$ cat src/core/program_sequencer_pkg.sv
// constants, types and encodings shared by the program sequencer
// assumes a single 20 MHz system clock and a synchronous active-high reset
package program_sequencer_pkg;

	// clock and cycle structure
	localparam int CLK_PERIOD_NS = 50;
	localparam int PHASE_COUNT   = 4;

	// program memory geometry: 2K words of 16 bits
	localparam int PC_W    = 11;
	localparam int WORD_W  = 16;
	localparam int PAGE_W  = 8;

	typedef logic [PC_W-1:0]   pc_t;
	typedef logic [WORD_W-1:0] word_t;

	// vectors and reset values
	localparam pc_t        RESET_VECTOR = 11'h000;
	localparam pc_t        INT_VECTOR   = 11'h004;
	localparam logic [7:0] ACC_RESET    = 8'h00;
	localparam logic [3:0] FLAGS_RESET  = 4'h0;
	localparam logic [1:0] CTRL_RESET   = 2'h1;
	localparam word_t      IR_RESET     = 16'h0000;

	// register offsets, byte addresses on the bus
	localparam logic [7:0] OFS_PCL    = 8'h00;
	localparam logic [7:0] OFS_TABLE_HIGH_LATCH   = 8'h04;
	localparam logic [7:0] OFS_ACC    = 8'h08;
	localparam logic [7:0] OFS_STATUS = 8'h0C;
	localparam logic [7:0] OFS_CTRL   = 8'h10;
	localparam logic [7:0] OFS_TPTR   = 8'h14;

	// control and status field positions
	localparam int CTRL_RUN_BIT  = 0;
	localparam int CTRL_IE_BIT   = 1;
	localparam int FLAG_C_BIT    = 0;
	localparam int FLAG_AC_BIT   = 1;
	localparam int FLAG_Z_BIT    = 2;
	localparam int FLAG_OV_BIT   = 3;
	localparam int STAT_IRQ_BIT  = 4;
	localparam int STAT_TBL_BIT  = 5;

	// instruction word: [15:12] opcode, [11:8] alu op, [7:0] immediate, [10:0] target
	typedef enum logic [3:0] {
		OP_NOP, OP_JMP, OP_CALL, OP_RET, OP_INTERRUPT_RETURN, OP_ALU, OP_SKIP,
		OP_TRDC, OP_TRDL, OP_SETTL, OP_SETTH, OP_SETPCL
	} opcode_t;

	typedef enum logic [3:0] {
		ALU_ADD, ALU_ADC, ALU_SUB, ALU_SBC, ALU_DAA, ALU_AND, ALU_OR, ALU_XOR,
		ALU_CPL, ALU_RR, ALU_RRC, ALU_RL, ALU_RLC, ALU_INC, ALU_DEC, ALU_MOV
	} alu_op_t;

	typedef enum logic [1:0] {
		PH_FETCH, PH_DECODE, PH_EXEC, PH_WRITE
	} phase_t;

	// apb carriers
	typedef struct packed {
		logic        psel;
		logic        penable;
		logic        pwrite;
		logic [7:0]  paddr;
		logic [31:0] pwdata;
	} apb_req_t;

	typedef struct packed {
		logic [31:0] prdata;
		logic        pready;
		logic        pslverr;
	} apb_rsp_t;

endpackage

$ cat src/core/program_sequencer.sv
// program sequencer: phases, pc, return stack, alu, table reads, apb registers
// assumes program memory on the same clock, data valid within one instruction cycle
// assumes interrupt request logic on the same clock
//
// Local design decisions: register access over APB and the register addresses.
`timescale 1ns/10ps
module program_sequencer
	import program_sequencer_pkg::*;
#(
	parameter int STACK_DEPTH = 8
) (
	// clock and reset
	input  wire logic                        CLK,
	input  wire logic                        SYS_RST,
	// register bus
	input  wire program_sequencer_pkg::apb_req_t APB_REQ,
	output      program_sequencer_pkg::apb_rsp_t APB_RSP,
	// program memory
	output      program_sequencer_pkg::pc_t      PM_ADDR,
	input  wire program_sequencer_pkg::word_t    PM_RDATA,
	// interrupt logic
	input  wire logic                        INT_REQ,
	output      logic                        INT_ACK,
	// status
	output      program_sequencer_pkg::phase_t   CYCLE_PHASES
);
	import program_sequencer_pkg::*;

	// depth must be a power of two so the write pointer wraps onto the oldest entry
	localparam int SP_W = $clog2(STACK_DEPTH);
	localparam logic [SP_W:0] DEPTH_CNT = (SP_W+1)'(STACK_DEPTH);

	phase_t          phase_ff;
	pc_t             pc_ff;
	word_t           ir_ff;
	logic            ir_valid_ff;
	logic            tbl_ff;
	logic            tbl_last_ff;
	logic [7:0]      acc_ff;
	logic [3:0]      flags_ff;
	logic [7:0]      tbl_lo_ff;
	logic [2:0]      tbl_hi_ff;
	logic [7:0]      tbl_latch_ff;
	logic [1:0]      ctrl_ff;
	logic            irq_flag_ff;
	logic            pcl_pend_ff;
	logic [7:0]      pcl_val_ff;
	logic [31:0]     rdata_ff;
	logic            ack_ff;
	pc_t             stack_mem [STACK_DEPTH];
	logic [SP_W-1:0] wp_ff;
	logic [SP_W:0]   cnt_ff;

	// decode
	wire opcode_t    op       = opcode_t'(ir_ff[15:12]);
	wire alu_op_t    aop      = alu_op_t'(ir_ff[11:8]);
	wire logic [7:0] imm      = ir_ff[7:0];
	wire pc_t        target   = ir_ff[PC_W-1:0];
	wire logic       run      = ctrl_ff[CTRL_RUN_BIT];
	wire logic       int_en   = ctrl_ff[CTRL_IE_BIT];
	wire pc_t        pc_inc   = pc_ff + 11'h001;
	wire logic       stk_full = (cnt_ff == DEPTH_CNT);
	wire logic       stk_empty = (cnt_ff == '0);
	wire logic [SP_W-1:0] wp_dec = wp_ff - SP_W'(1);
	wire pc_t        stk_top  = stack_mem[wp_dec];

	wire logic step      = (phase_ff == PH_WRITE) && run;
	wire logic do_tbl    = step && tbl_ff;
	wire logic do_pcl    = step && !tbl_ff && pcl_pend_ff;
	wire logic do_ack    = step && !tbl_ff && !pcl_pend_ff && ir_valid_ff
		&& irq_flag_ff && int_en && !stk_full;
	wire logic do_exec   = step && !tbl_ff && !pcl_pend_ff && !do_ack && ir_valid_ff;
	wire logic is_op     = do_exec;
	wire logic skip_hit  = is_op && (op == OP_SKIP) && ((acc_ff == 8'h00) ^ ir_ff[0]);
	wire logic is_branch = is_op && (op == OP_JMP || op == OP_CALL || op == OP_RET
		|| op == OP_INTERRUPT_RETURN || op == OP_SETPCL);
	wire logic is_trd    = is_op && (op == OP_TRDC || op == OP_TRDL);
	wire logic push      = do_ack || (is_op && op == OP_CALL);
	wire logic pop       = is_op && (op == OP_RET || op == OP_INTERRUPT_RETURN);

	wire pc_t tbl_addr = {tbl_last_ff ? 3'b111 : tbl_hi_ff, tbl_lo_ff};
	assign PM_ADDR      = tbl_ff ? tbl_addr : pc_ff;
	assign CYCLE_PHASES = phase_ff;
	assign INT_ACK      = ack_ff;

	// alu
	logic [7:0] bb;
	logic       cin;
	logic [8:0] sum9;
	logic [4:0] nib5;
	logic [7:0] adj;
	logic [8:0] daa9;
	logic [7:0] alu_res;
	logic [3:0] alu_flags;

	always_comb begin
		bb  = imm;
		cin = 1'b0;
		case (aop)
			ALU_ADC: cin = flags_ff[FLAG_C_BIT];
			ALU_SUB: begin
				bb  = ~imm;
				cin = 1'b1;
			end
			ALU_SBC: begin
				bb  = ~imm;
				cin = flags_ff[FLAG_C_BIT];
			end
			default: cin = 1'b0;
		endcase
	end

	assign sum9 = {1'b0, acc_ff} + {1'b0, bb} + {8'h00, cin};
	assign nib5 = {1'b0, acc_ff[3:0]} + {1'b0, bb[3:0]} + {4'h0, cin};
	assign adj[3:0] = (acc_ff[3:0] > 4'h9 || flags_ff[FLAG_AC_BIT]) ? 4'h6 : 4'h0;
	assign adj[7:4] = (acc_ff[7:4] > 4'h9 || flags_ff[FLAG_C_BIT]
		|| (acc_ff[7:4] == 4'h9 && acc_ff[3:0] > 4'h9)) ? 4'h6 : 4'h0;
	assign daa9 = {1'b0, acc_ff} + {1'b0, adj};

	always_comb begin
		alu_res   = acc_ff;
		alu_flags = flags_ff;
		case (aop)
			ALU_ADD, ALU_ADC, ALU_SUB, ALU_SBC: begin
				alu_res                = sum9[7:0];
				alu_flags[FLAG_C_BIT]  = sum9[8];
				alu_flags[FLAG_AC_BIT] = nib5[4];
				alu_flags[FLAG_OV_BIT] = (acc_ff[7] == bb[7]) && (sum9[7] != acc_ff[7]);
			end
			ALU_DAA: begin
				alu_res               = daa9[7:0];
				alu_flags[FLAG_C_BIT] = daa9[8] | flags_ff[FLAG_C_BIT];
			end
			ALU_AND: alu_res = acc_ff & imm;
			ALU_OR:  alu_res = acc_ff | imm;
			ALU_XOR: alu_res = acc_ff ^ imm;
			ALU_CPL: alu_res = ~acc_ff;
			ALU_RR:  alu_res = {acc_ff[0], acc_ff[7:1]};
			ALU_RL:  alu_res = {acc_ff[6:0], acc_ff[7]};
			ALU_RRC: begin
				alu_res               = {flags_ff[FLAG_C_BIT], acc_ff[7:1]};
				alu_flags[FLAG_C_BIT] = acc_ff[0];
			end
			ALU_RLC: begin
				alu_res               = {acc_ff[6:0], flags_ff[FLAG_C_BIT]};
				alu_flags[FLAG_C_BIT] = acc_ff[7];
			end
			ALU_INC: alu_res = acc_ff + 8'h01;
			ALU_DEC: alu_res = acc_ff - 8'h01;
			ALU_MOV: alu_res = imm;
			default: alu_res = acc_ff;
		endcase
		// rotates and plain moves leave zero alone
		if (aop != ALU_RR && aop != ALU_RL && aop != ALU_RRC && aop != ALU_RLC
			&& aop != ALU_MOV) begin
			alu_flags[FLAG_Z_BIT] = (alu_res == 8'h00);
		end
	end

	// next pc and pipeline
	pc_t  nxt_pc;
	word_t nxt_ir;
	logic nxt_ir_valid;

	always_comb begin
		nxt_pc       = pc_ff;
		nxt_ir       = ir_ff;
		nxt_ir_valid = ir_valid_ff;
		if (do_tbl) begin
			// table cycle fetched table data, so pc and prefetch hold
			nxt_pc = pc_ff;
		end else if (do_pcl) begin
			nxt_pc       = {pc_ff[PC_W-1:PAGE_W], pcl_val_ff};
			nxt_ir_valid = 1'b0;
		end else if (do_ack) begin
			nxt_pc       = INT_VECTOR;
			nxt_ir_valid = 1'b0;
		end else if (is_branch) begin
			nxt_ir_valid = 1'b0;
			case (op)
				OP_JMP, OP_CALL: nxt_pc = target;
				OP_RET, OP_INTERRUPT_RETURN: nxt_pc = stk_top;
				OP_SETPCL:       nxt_pc = {pc_ff[PC_W-1:PAGE_W], acc_ff};
				default:         nxt_pc = pc_ff;
			endcase
		end else if (skip_hit) begin
			nxt_pc       = pc_inc;
			nxt_ir_valid = 1'b0;
		end else if (step) begin
			nxt_pc       = pc_inc;
			nxt_ir       = PM_RDATA;
			nxt_ir_valid = 1'b1;
		end
	end

	// apb decode
	wire logic setup   = APB_REQ.psel && !APB_REQ.penable;
	wire logic access  = APB_REQ.psel && APB_REQ.penable;
	wire logic hit_pcl = (APB_REQ.paddr == OFS_PCL);
	wire logic hit_ctl = (APB_REQ.paddr == OFS_CTRL);
	wire logic hit_ro  = (APB_REQ.paddr == OFS_TABLE_HIGH_LATCH) || (APB_REQ.paddr == OFS_ACC)
		|| (APB_REQ.paddr == OFS_STATUS) || (APB_REQ.paddr == OFS_TPTR);
	wire logic bad     = !(hit_pcl || hit_ctl || hit_ro) || (APB_REQ.pwrite && hit_ro);
	wire logic wr_pcl  = access && APB_REQ.pwrite && hit_pcl;
	wire logic wr_ctl  = access && APB_REQ.pwrite && hit_ctl;
	wire logic [5:0] status = {tbl_ff, irq_flag_ff, flags_ff};
	wire logic [31:0] rd_mux =
		(APB_REQ.paddr == OFS_PCL)    ? {24'h000000, pc_ff[7:0]} :
		(APB_REQ.paddr == OFS_TABLE_HIGH_LATCH)   ? {24'h000000, tbl_latch_ff} :
		(APB_REQ.paddr == OFS_ACC)    ? {24'h000000, acc_ff} :
		(APB_REQ.paddr == OFS_STATUS) ? {26'h0000000, status} :
		(APB_REQ.paddr == OFS_CTRL)   ? {30'h00000000, ctrl_ff} :
		(APB_REQ.paddr == OFS_TPTR)   ? {21'h000000, tbl_hi_ff, tbl_lo_ff} :
		32'h00000000;

	assign APB_RSP.prdata  = rdata_ff;
	assign APB_RSP.pready  = 1'b1;
	assign APB_RSP.pslverr = access && bad;

	// phase counter and pipeline registers
	always_ff @(posedge CLK) begin
		if (SYS_RST) begin
			phase_ff    <= PH_FETCH;
			pc_ff       <= RESET_VECTOR;
			ir_ff       <= IR_RESET;
			ir_valid_ff <= 1'b0;
		end else begin
			phase_ff    <= phase_t'(phase_ff + 2'd1);
			pc_ff       <= nxt_pc;
			ir_ff       <= nxt_ir;
			ir_valid_ff <= nxt_ir_valid;
		end
	end

	// data path registers
	always_ff @(posedge CLK) begin
		if (SYS_RST) begin
			acc_ff       <= ACC_RESET;
			flags_ff     <= FLAGS_RESET;
			tbl_lo_ff    <= 8'h00;
			tbl_hi_ff    <= 3'h0;
			tbl_latch_ff <= 8'h00;
			tbl_ff       <= 1'b0;
			tbl_last_ff  <= 1'b0;
		end else begin
			if (is_op && op == OP_ALU) begin
				acc_ff   <= alu_res;
				flags_ff <= alu_flags;
			end
			if (is_op && op == OP_SETTL) begin
				tbl_lo_ff <= acc_ff;
			end
			if (is_op && op == OP_SETTH) begin
				tbl_hi_ff <= acc_ff[2:0];
			end
			if (is_trd) begin
				tbl_ff      <= 1'b1;
				tbl_last_ff <= (op == OP_TRDL);
			end else if (do_tbl) begin
				tbl_ff <= 1'b0;
			end
			if (do_tbl) begin
				acc_ff       <= PM_RDATA[7:0];
				tbl_latch_ff <= PM_RDATA[15:8];
			end
		end
	end

	// interrupt saves the address of the word it displaced, so that word still runs
	wire pc_t push_val = do_ack ? pc_ff - 11'h001 : pc_ff;

	// return stack
	always_ff @(posedge CLK) begin
		if (push) begin
			stack_mem[wp_ff] <= push_val;
		end
	end

	always_ff @(posedge CLK) begin
		if (SYS_RST) begin
			wp_ff  <= '0;
			cnt_ff <= '0;
		end else if (push) begin
			wp_ff  <= wp_ff + SP_W'(1);
			cnt_ff <= stk_full ? cnt_ff : cnt_ff + (SP_W+1)'(1);
		end else if (pop) begin
			wp_ff  <= wp_dec;
			cnt_ff <= stk_empty ? cnt_ff : cnt_ff - (SP_W+1)'(1);
		end
	end

	// interrupt flag, control and bus registers
	always_ff @(posedge CLK) begin
		if (SYS_RST) begin
			irq_flag_ff <= 1'b0;
			ctrl_ff     <= CTRL_RESET;
			pcl_pend_ff <= 1'b0;
			pcl_val_ff  <= 8'h00;
			rdata_ff    <= 32'h00000000;
			ack_ff      <= 1'b0;
		end else begin
			irq_flag_ff <= INT_REQ || (irq_flag_ff && !do_ack);
			ack_ff      <= do_ack;
			if (wr_ctl) begin
				ctrl_ff <= APB_REQ.pwdata[1:0];
			end else if (do_ack) begin
				ctrl_ff[CTRL_IE_BIT] <= 1'b0;
			end else if (is_op && op == OP_INTERRUPT_RETURN) begin
				ctrl_ff[CTRL_IE_BIT] <= 1'b1;
			end
			if (wr_pcl) begin
				pcl_pend_ff <= 1'b1;
				pcl_val_ff  <= APB_REQ.pwdata[7:0];
			end else if (do_pcl) begin
				pcl_pend_ff <= 1'b0;
			end
			if (setup) begin
				rdata_ff <= rd_mux;
			end
		end
	end

endmodule

$ cat config.mk
export PLATFORM = sky130hd
export DESIGN_NAME = program_sequencer
export DESIGN_NICKNAME = d
export VERILOG_FILES = /design/src/core/program_sequencer_pkg.sv /design/src/core/program_sequencer.sv
export SDC_FILE = /design/constraint.sdc
export NUM_CORES = 1
export LEC_CHECK = 0
export BUFFER_PORTS_ARGS = -buffer_cell sky130_fd_sc_hd__buf_2
export CORE_MARGIN = 3
export CORE_UTILIZATION = 55
export CTS_BUF_LIST = sky130_fd_sc_hd__clkbuf_2 sky130_fd_sc_hd__clkbuf_4 sky130_fd_sc_hd__clkbuf_8
export CTS_CLUSTER_DIAMETER = 80
export DETAILED_ROUTE_END_ITERATION = 6
export PLACE_DENSITY = 0.82
export SYNTH_ARGS = -nofsm -noshare
export SYNTH_HDL_FRONTEND = slang
export SYNTH_SLANG_ARGS = --single-unit
$ cat constraint.sdc
create_clock -name CLK -period 6.1 [get_ports CLK]
set_clock_uncertainty 0.15 [all_clocks]
set_input_delay 1.525 -clock CLK [delete_from_list [all_inputs] [get_ports CLK]]
set_output_delay 1.525 -clock CLK [all_outputs]
set_load 0.02 [all_outputs]
==> results of run 1 <==
## power groups by stage
stage | Sequential (mW) | Combinational, mW | Clock, mW
after floorplan | 1.33 | 0.135 | 0
after global routing | 1.31 | 0.197 | 0.877
after global placement | 1.33 | 0.173 | 0
after detailed placement | 1.33 | 0.175 | 0
final | 1.31 | 0.180 | 0.825
after CTS | 1.31 | 0.176 | 0.827
## critical path, cell delays in order
cell     delay, ps
buf_2          100
or4_1          580
or4b_2         690
o21ai_0        170
a21oi_1         80
buf_2          160
## layer usage
metal  share of wire (%)  vias up  global-route usage [%]
met3                 8.4       67                   4.655
li1                    -     3928                       -
met5                   0        -                       0
met1                  43     4039                   37.57
met2                  47      458                   40.48
met4                 2.3        0                   7.086
## registers in the layout (all words and copies together) (netlist names), 2 cells and up
register	flops
CYCLE_PHASES	2
acc_ff	8
cnt_ff	4
ctrl_ff	2
flags_ff	4
ir_ff	16
pc_ff	11
pcl_val_ff	8
rdata_ff	11
stack_mem	88
tbl_hi_ff	3
tbl_latch_ff	8
tbl_lo_ff	8
wp_ff	3
## metrics by stage
step	power, mW	cell area (um2)	hold WS [ps]	worst slack [ps]
floorplan	1.461	10440	285.7	1364
finish	2.312	11110	305.8	1123
CTS	2.309	11110	304.3	1123
global placement	1.506	10710	275.6	1154
global route	2.382	11110	325.5	1015
detailed placement	1.509	10710	282.8	1126
## cells in the mapped netlist, types with 9 or more instances
library cell	n	area (um2)
clkbuf_1	60	225.2
and3_1	11	68.82
inv_1	31	116.4
a22oi_1	20	150.1
o21ai_0	45	225.2
a221oi_1	12	105.1
mux4_2	22	495.5
xor2_1	14	122.6
a31oi_1	9	56.30
a211oi_1	18	135.1
ha_1	35	437.9
nor2b_1	9	56.30
nor3_1	32	160.2
nand2_1	107	401.6
edfxtp_1	88	2643
nor2_1	103	386.6
dfxtp_1	94	1882
buf_4	22	165.2
a21oi_1	80	400.4
buf_1	13	48.80
nand3_1	24	120.1
xnor2_1	35	306.5
mux2i_1	47	470.5
## worst paths after layout
path	from	endpoint	slack, ps	cells past startpoint
min reg2reg	CYCLE_PHASES[0]$_SDFF_PP0_	CYCLE_PHASES[0]$_SDFF_PP0_	310	1
max reg2reg	ir_ff[10]$_SDFFE_PP0P_	flags_ff[2]$_SDFFE_PP0P_	1440	15
min	CYCLE_PHASES[0]$_SDFF_PP0_	CYCLE_PHASES[0]$_SDFF_PP0_	310	1
max	APB_REQ[32]	APB_RSP[0]	1120	6
## cells by family after synthesis
kind of cell / after synthesis / synth area share (%)
and+or+nand+nor: 343 / 15.58
xor gates and xnor gates: 49 / 4.142
other: 2 / 0.07249
buffers and inverters: 135 / 5.821
muxes: 77 / 10.19
adders and majority gates: 40 / 5.097
AOI/OAI and AO/OA: 248 / 15.42
DFF: 182 / 43.67
## layout make-up
type,instances,share of cell area (%)
repair buffers,79,3.918
inverters,34,1.148
clock buffers,21,2.488
multi-input cells,779,48.02
clock inverters,11,1.126
flip-flops and latches,182,40.72
well taps,229,2.578
## placed cells by master, fill, tap and decap left out, drive strengths merged, types with 5 or more instances in the layout
cell type    n
ha          35
conb        22
a31oi        9
a221oi      12
and3        11
xnor2       35
nor3        32
edfxtp      88
or4          8
a21oi       81
o221ai       5
a21o         7
nor2b        9
clkbuf      21
nand3       25
nand4        6
buf         79
a211oi      18
a2bb2oi      5
nor2       103
mux2         8
inv         36
mux4        22
mux2i       47
or3          5
o21ai       48
or2          6
nand2      107
xor2        14
dfxtp       94
a22oi       20
nand2b       7
==> out/results.ini, run 1 <==
[status]
status = complete, but fails checks
violations = design-rule violations

[clock_network]
cts_resized = 0
cts_made_buffers = 17
cts_tree = built
htree_levels = 4
clockBufferDepth = 2
cts_sinks = 182
postCtsHoldBufs = 0
insertion_delay_ps = 470
cts_setup_buffers = 0
clk_pin_slew_ps = 80
cts_root_buffer = clkbuf_8

[pwr]
powerDensity_mw_per_mm2 = 208.0
p_int_mw = 1.743
p_switching_mw = 0.5684
pwr-share-comb_pct = 7.8
p_sw_share_pct = 24.59
peakVddDrop_uv = 202.4
power_frac_clock_pct = 35.7
leakage_nw = 3.953
p_seq_share_pct = 56.5

[cells_and_area]
diodes = 0
final_cells = 1335
multi_input_area_mm2 = 0.005338
drive_gt1_share_pct = 14.65
fillers = 1463
regArea_mm2 = 0.004526
fin_util_pct = 61.04
area_growth_pct = 7.283
fin_nets = 1194

[die]
ios = 110
row_count = 49
die-area_mm2 = 0.02052
die_y_um = 143.2
die_width_um = 143.2
core_mm2 = 0.01821
start_util_pct = 56.90

[grt]
grt_pass1_wl_mm = 41.92
antenna_found_initial = 0
grt_use_total_pct = 25.93
first_global_vias = 7632
grt_max_degree = 95
overflow = 0

[timing]
min_period_ps = 4977
finalCritPeriodShare_pct = 81.58
hold_viol = 0
tightest_slew_ps = 1194
final_max_slew_viol_count = 0
fmax_mhz = 200.9
fin_tns_setup_ps = 0
slew_headroom_pct = 20.13
setup_viol = 0
rsz0062_at_grt = no

[drt]
vias_per_cell = 6.361
first_iter_violations = 980
post-route-drc-count = 13
dr.pass1.iters = 7
vias = 8492
final_antenna_net_count = 0
drt-total-wl_mm = 26.79
wire_per_inst_um = 20.07

[job]
maxCapViolations = 0

[setup_path]
critPathMaxFanout = 4
cp.arrival_ps = 3300
cp-start-kind = primary input
worstSetupEndpointType = primary output
crit_required_ps = 4430
crit_type = primary input to primary output

[placement]
globalplace.congestion = 0.9896
port_buffers = 63
dp_hpwl_mm = 18.66
placed_cells = 1303

[worst_hold_path]
hold_path.class = register to register

[yosys]
syn-cell-area_mm2 = 0.01036
synthesis.instances = 1076
synth-edff-count = 88
ys_warn_count = 0
ys_seq_elements = 182
synth.avg_cell_area_um2 = 9.628
yosysSeqAreaShare_pct = 43.67
async_flop_share_pct = 0
synth-main-ff-cell = dfxtp_1
netlist-cell-type-count = 78

Note: power is estimated with default switching activity, not from simulation.
==> inputs of run 2 (changes only) <==
- PLACE_DENSITY: 0.82 -> 0.85
- clock period: 6.1 -> 4.4 ns (I/O delays scaled with it)
==> run 2 against run 1 <==
Net effect:
- worst setup slack worse by 840 ps
- non-clock buffer count is 34 higher
- cell count is 2.5% higher
- the flow now finishes without violations
- first-iteration DRC count is 26% higher
- highest routed layer unchanged
==> out/results.ini, run 2 (synthesis gave the netlist of run 1 again) <==
[drt]
first_iter_violations = 1238  ; was 980
drt-total-wl_mm = 28.16  ; was 26.79 mm
wire_per_inst_um = 20.57  ; was 20.07 um
final_antenna_net_count = 0  ; unchanged
post-route-drc-count = 0  ; was 13
dr.pass1.iters = 6  ; was 7
vias = 8707  ; was 8,492
vias_per_cell = 6.360  ; was 6.361

[clock_network]
cts_root_buffer = clkbuf_8  ; unchanged
insertion_delay_ps = 460  ; was 470 ps
htree_levels = 4  ; unchanged
clk_pin_slew_ps = 100  ; was 80 ps
cts_made_buffers = 17  ; unchanged
cts_setup_buffers = 0  ; unchanged
postCtsHoldBufs = 0  ; unchanged
cts_resized = 0  ; unchanged
cts_tree = built  ; unchanged
cts_sinks = 182  ; unchanged
clockBufferDepth = 2  ; unchanged

[timing]
tightest_slew_ps = 974.8  ; was 1194 ps
finalCritPeriodShare_pct = 93.55
min_period_ps = 4116
slew_headroom_pct = 35.02  ; was 20.13%
final_max_slew_viol_count = 0  ; unchanged
rsz0062_at_grt = no  ; unchanged
fmax_mhz = 242.9
fin_tns_setup_ps = 0  ; unchanged
setup_viol = 0  ; unchanged
hold_viol = 0  ; unchanged
whs_ps = 307.1  ; was 305.8 ps

[grt]
antenna_found_initial = 0  ; unchanged
grt_use_total_pct = 27.48  ; was 25.93%
first_global_vias = 8064  ; was 7,632
grt_pass1_wl_mm = 43.86  ; was 41.92 mm
overflow = 0  ; unchanged
grt_max_degree = 95  ; unchanged

[setup_path]
cp-start-kind = primary input  ; unchanged
cp.arrival_ps = 2870  ; was 3300 ps
critPathTopFamily = simple AND/OR/NAND/NOR gates  ; unchanged
cpMostUsedCell = buf_2  ; unchanged
crit_buf_inv = 2  ; unchanged
path_cells = buf_2 -> or4_1 -> or4b_2 -> o21ai_0 -> a21oi_1 -> buf_2  ; unchanged
worstSetupEndpointType = primary output  ; unchanged
critPathMaxFanout = 4  ; unchanged
max_stage_delay_ps = 680  ; was 690 ps
crit_path_top_delay_cell = or4b_2  ; unchanged
crit_required_ps = 3150  ; was 4430 ps
crit_type = primary input to primary output  ; unchanged

[job]
maxCapViolations = 0  ; unchanged

[cells_and_area]
fin_nets = 1228  ; was 1,194
area_growth_pct = 9.903  ; was 7.283%
drive_gt1_share_pct = 17.02  ; was 14.65%
reg_top3 = stack_mem (88), ir_ff (16)  ; unchanged
final_common_cell = nand2_1  ; unchanged
diodes = 0  ; unchanged
fillers = 1464  ; was 1,463
regMostFlops = stack_mem  ; unchanged
layout_common_cells = nand2_1 (107), nor2_1 (103), dfxtp_1 (93), edfxtp_1 (88), a21oi_1 (80)  ; unchanged
fin_util_pct = 62.53  ; was 61.04%
largest_reg_flops = 88  ; unchanged

[placement]
globalplace.congestion = 1.024  ; was 0.9896
port_buffers = 63  ; unchanged
dp_hpwl_mm = 19.97  ; was 18.66 mm

[die]
die_width_um = 143.2  ; unchanged
core_mm2 = 0.01821  ; unchanged
ios = 110  ; unchanged
row_count = 49  ; unchanged
start_util_pct = 56.90  ; unchanged
die-area_mm2 = 0.02052  ; unchanged
die_y_um = 143.2  ; unchanged

[pwr]
leakage_nw = 4.130  ; was 3.953 nW
powerDensity_mw_per_mm2 = 281.7  ; was 208.0 mW/mm2
p_total_mw = 3.207  ; was 2.312 mW
peakVddDrop_uv = 239.3  ; was 202.4 uV

[worst_hold_path]
hold_path.class = register to register  ; unchanged

[status]
status = complete, no violations  ; was complete, but fails checks

run 2: worst register-to-register path, stage by stage (launching register included):
cell and delay, ps:
dfxtp_1 330, inv_2 150, nand2_1 100, nor2_1 220, xnor2_1 180, fa_1 260
inv_1 90, fa_1 410, a21o_1 180, a21oi_1 310, xnor2_1 110, o32a_1 230
or4_1 480, or4b_1 530, o21ai_1 120
run 2: per-stage QoR:
| stage | cells | cell area (um2) | setup slack [ps] |
|---|---|---|---|
| after global placement | 1337 | 10980 | 299.9 |
| after floorplan | 1096 | 10440 | 171.9 |
| after CTS | 1369 | 11390 | 280.2 |
| after detailed placement | 1337 | 10980 | 285.0 |
| final | 1369 | 11390 | 283.9 |
| after global routing | 1369 | 11390 | 183.2 |
run 2: power by group:
group / internal [mW] / leakage (nW) / switching, mW
sequential: 1.78 / 1.57 / 0.0237
clock: 0.484 / 0.200 / 0.655
combinational: 0.0891 / 2.36 / 0.173
run 2: path summary, 6_finish.rpt:
| check | depth (start not counted) | end | slack [ps] | startpoint |
|---|---|---|---|---|
| setup / recovery | 6 | APB_RSP[0] | 280 | APB_REQ[32] |
| setup reg to reg | 14 | flags_ff[2]$_SDFFE_PP0P_ | 500 | ir_ff[10]$_SDFFE_PP0P_ |
| hold reg to reg | 2 | rdata_ff[9]$_SDFFE_PP0P_ | 310 | rdata_ff[9]$_SDFFE_PP0P_ |
| hold / removal | 2 | rdata_ff[9]$_SDFFE_PP0P_ | 310 | rdata_ff[9]$_SDFFE_PP0P_ |
run 2: layout make-up:
class	count	area, um2	area share, %
multi-input combinational	779	5333	46.84
sequential	182	4526	39.75
timing repair buffer	113	703.2	6.176
tap	229	286.5	2.516
clock buffer	18	241.5	2.121
clock inverter	14	168.9	1.484
inverter	34	127.6	1.121
run 2: per-layer routing:
layer / wire length (um) / share of wire [%] / vias to the layer above / GRT usage, %
li1: - / - / 3984 / -
met1: 11370 / 40 / 4122 / 38.84
met2: 13150 / 47 / 524 / 42.90
met3: 2841 / 10 / 77 / 5.995
met4: 796 / 2.8 / 0 / 8.176
met5: 0 / 0 / - / 0
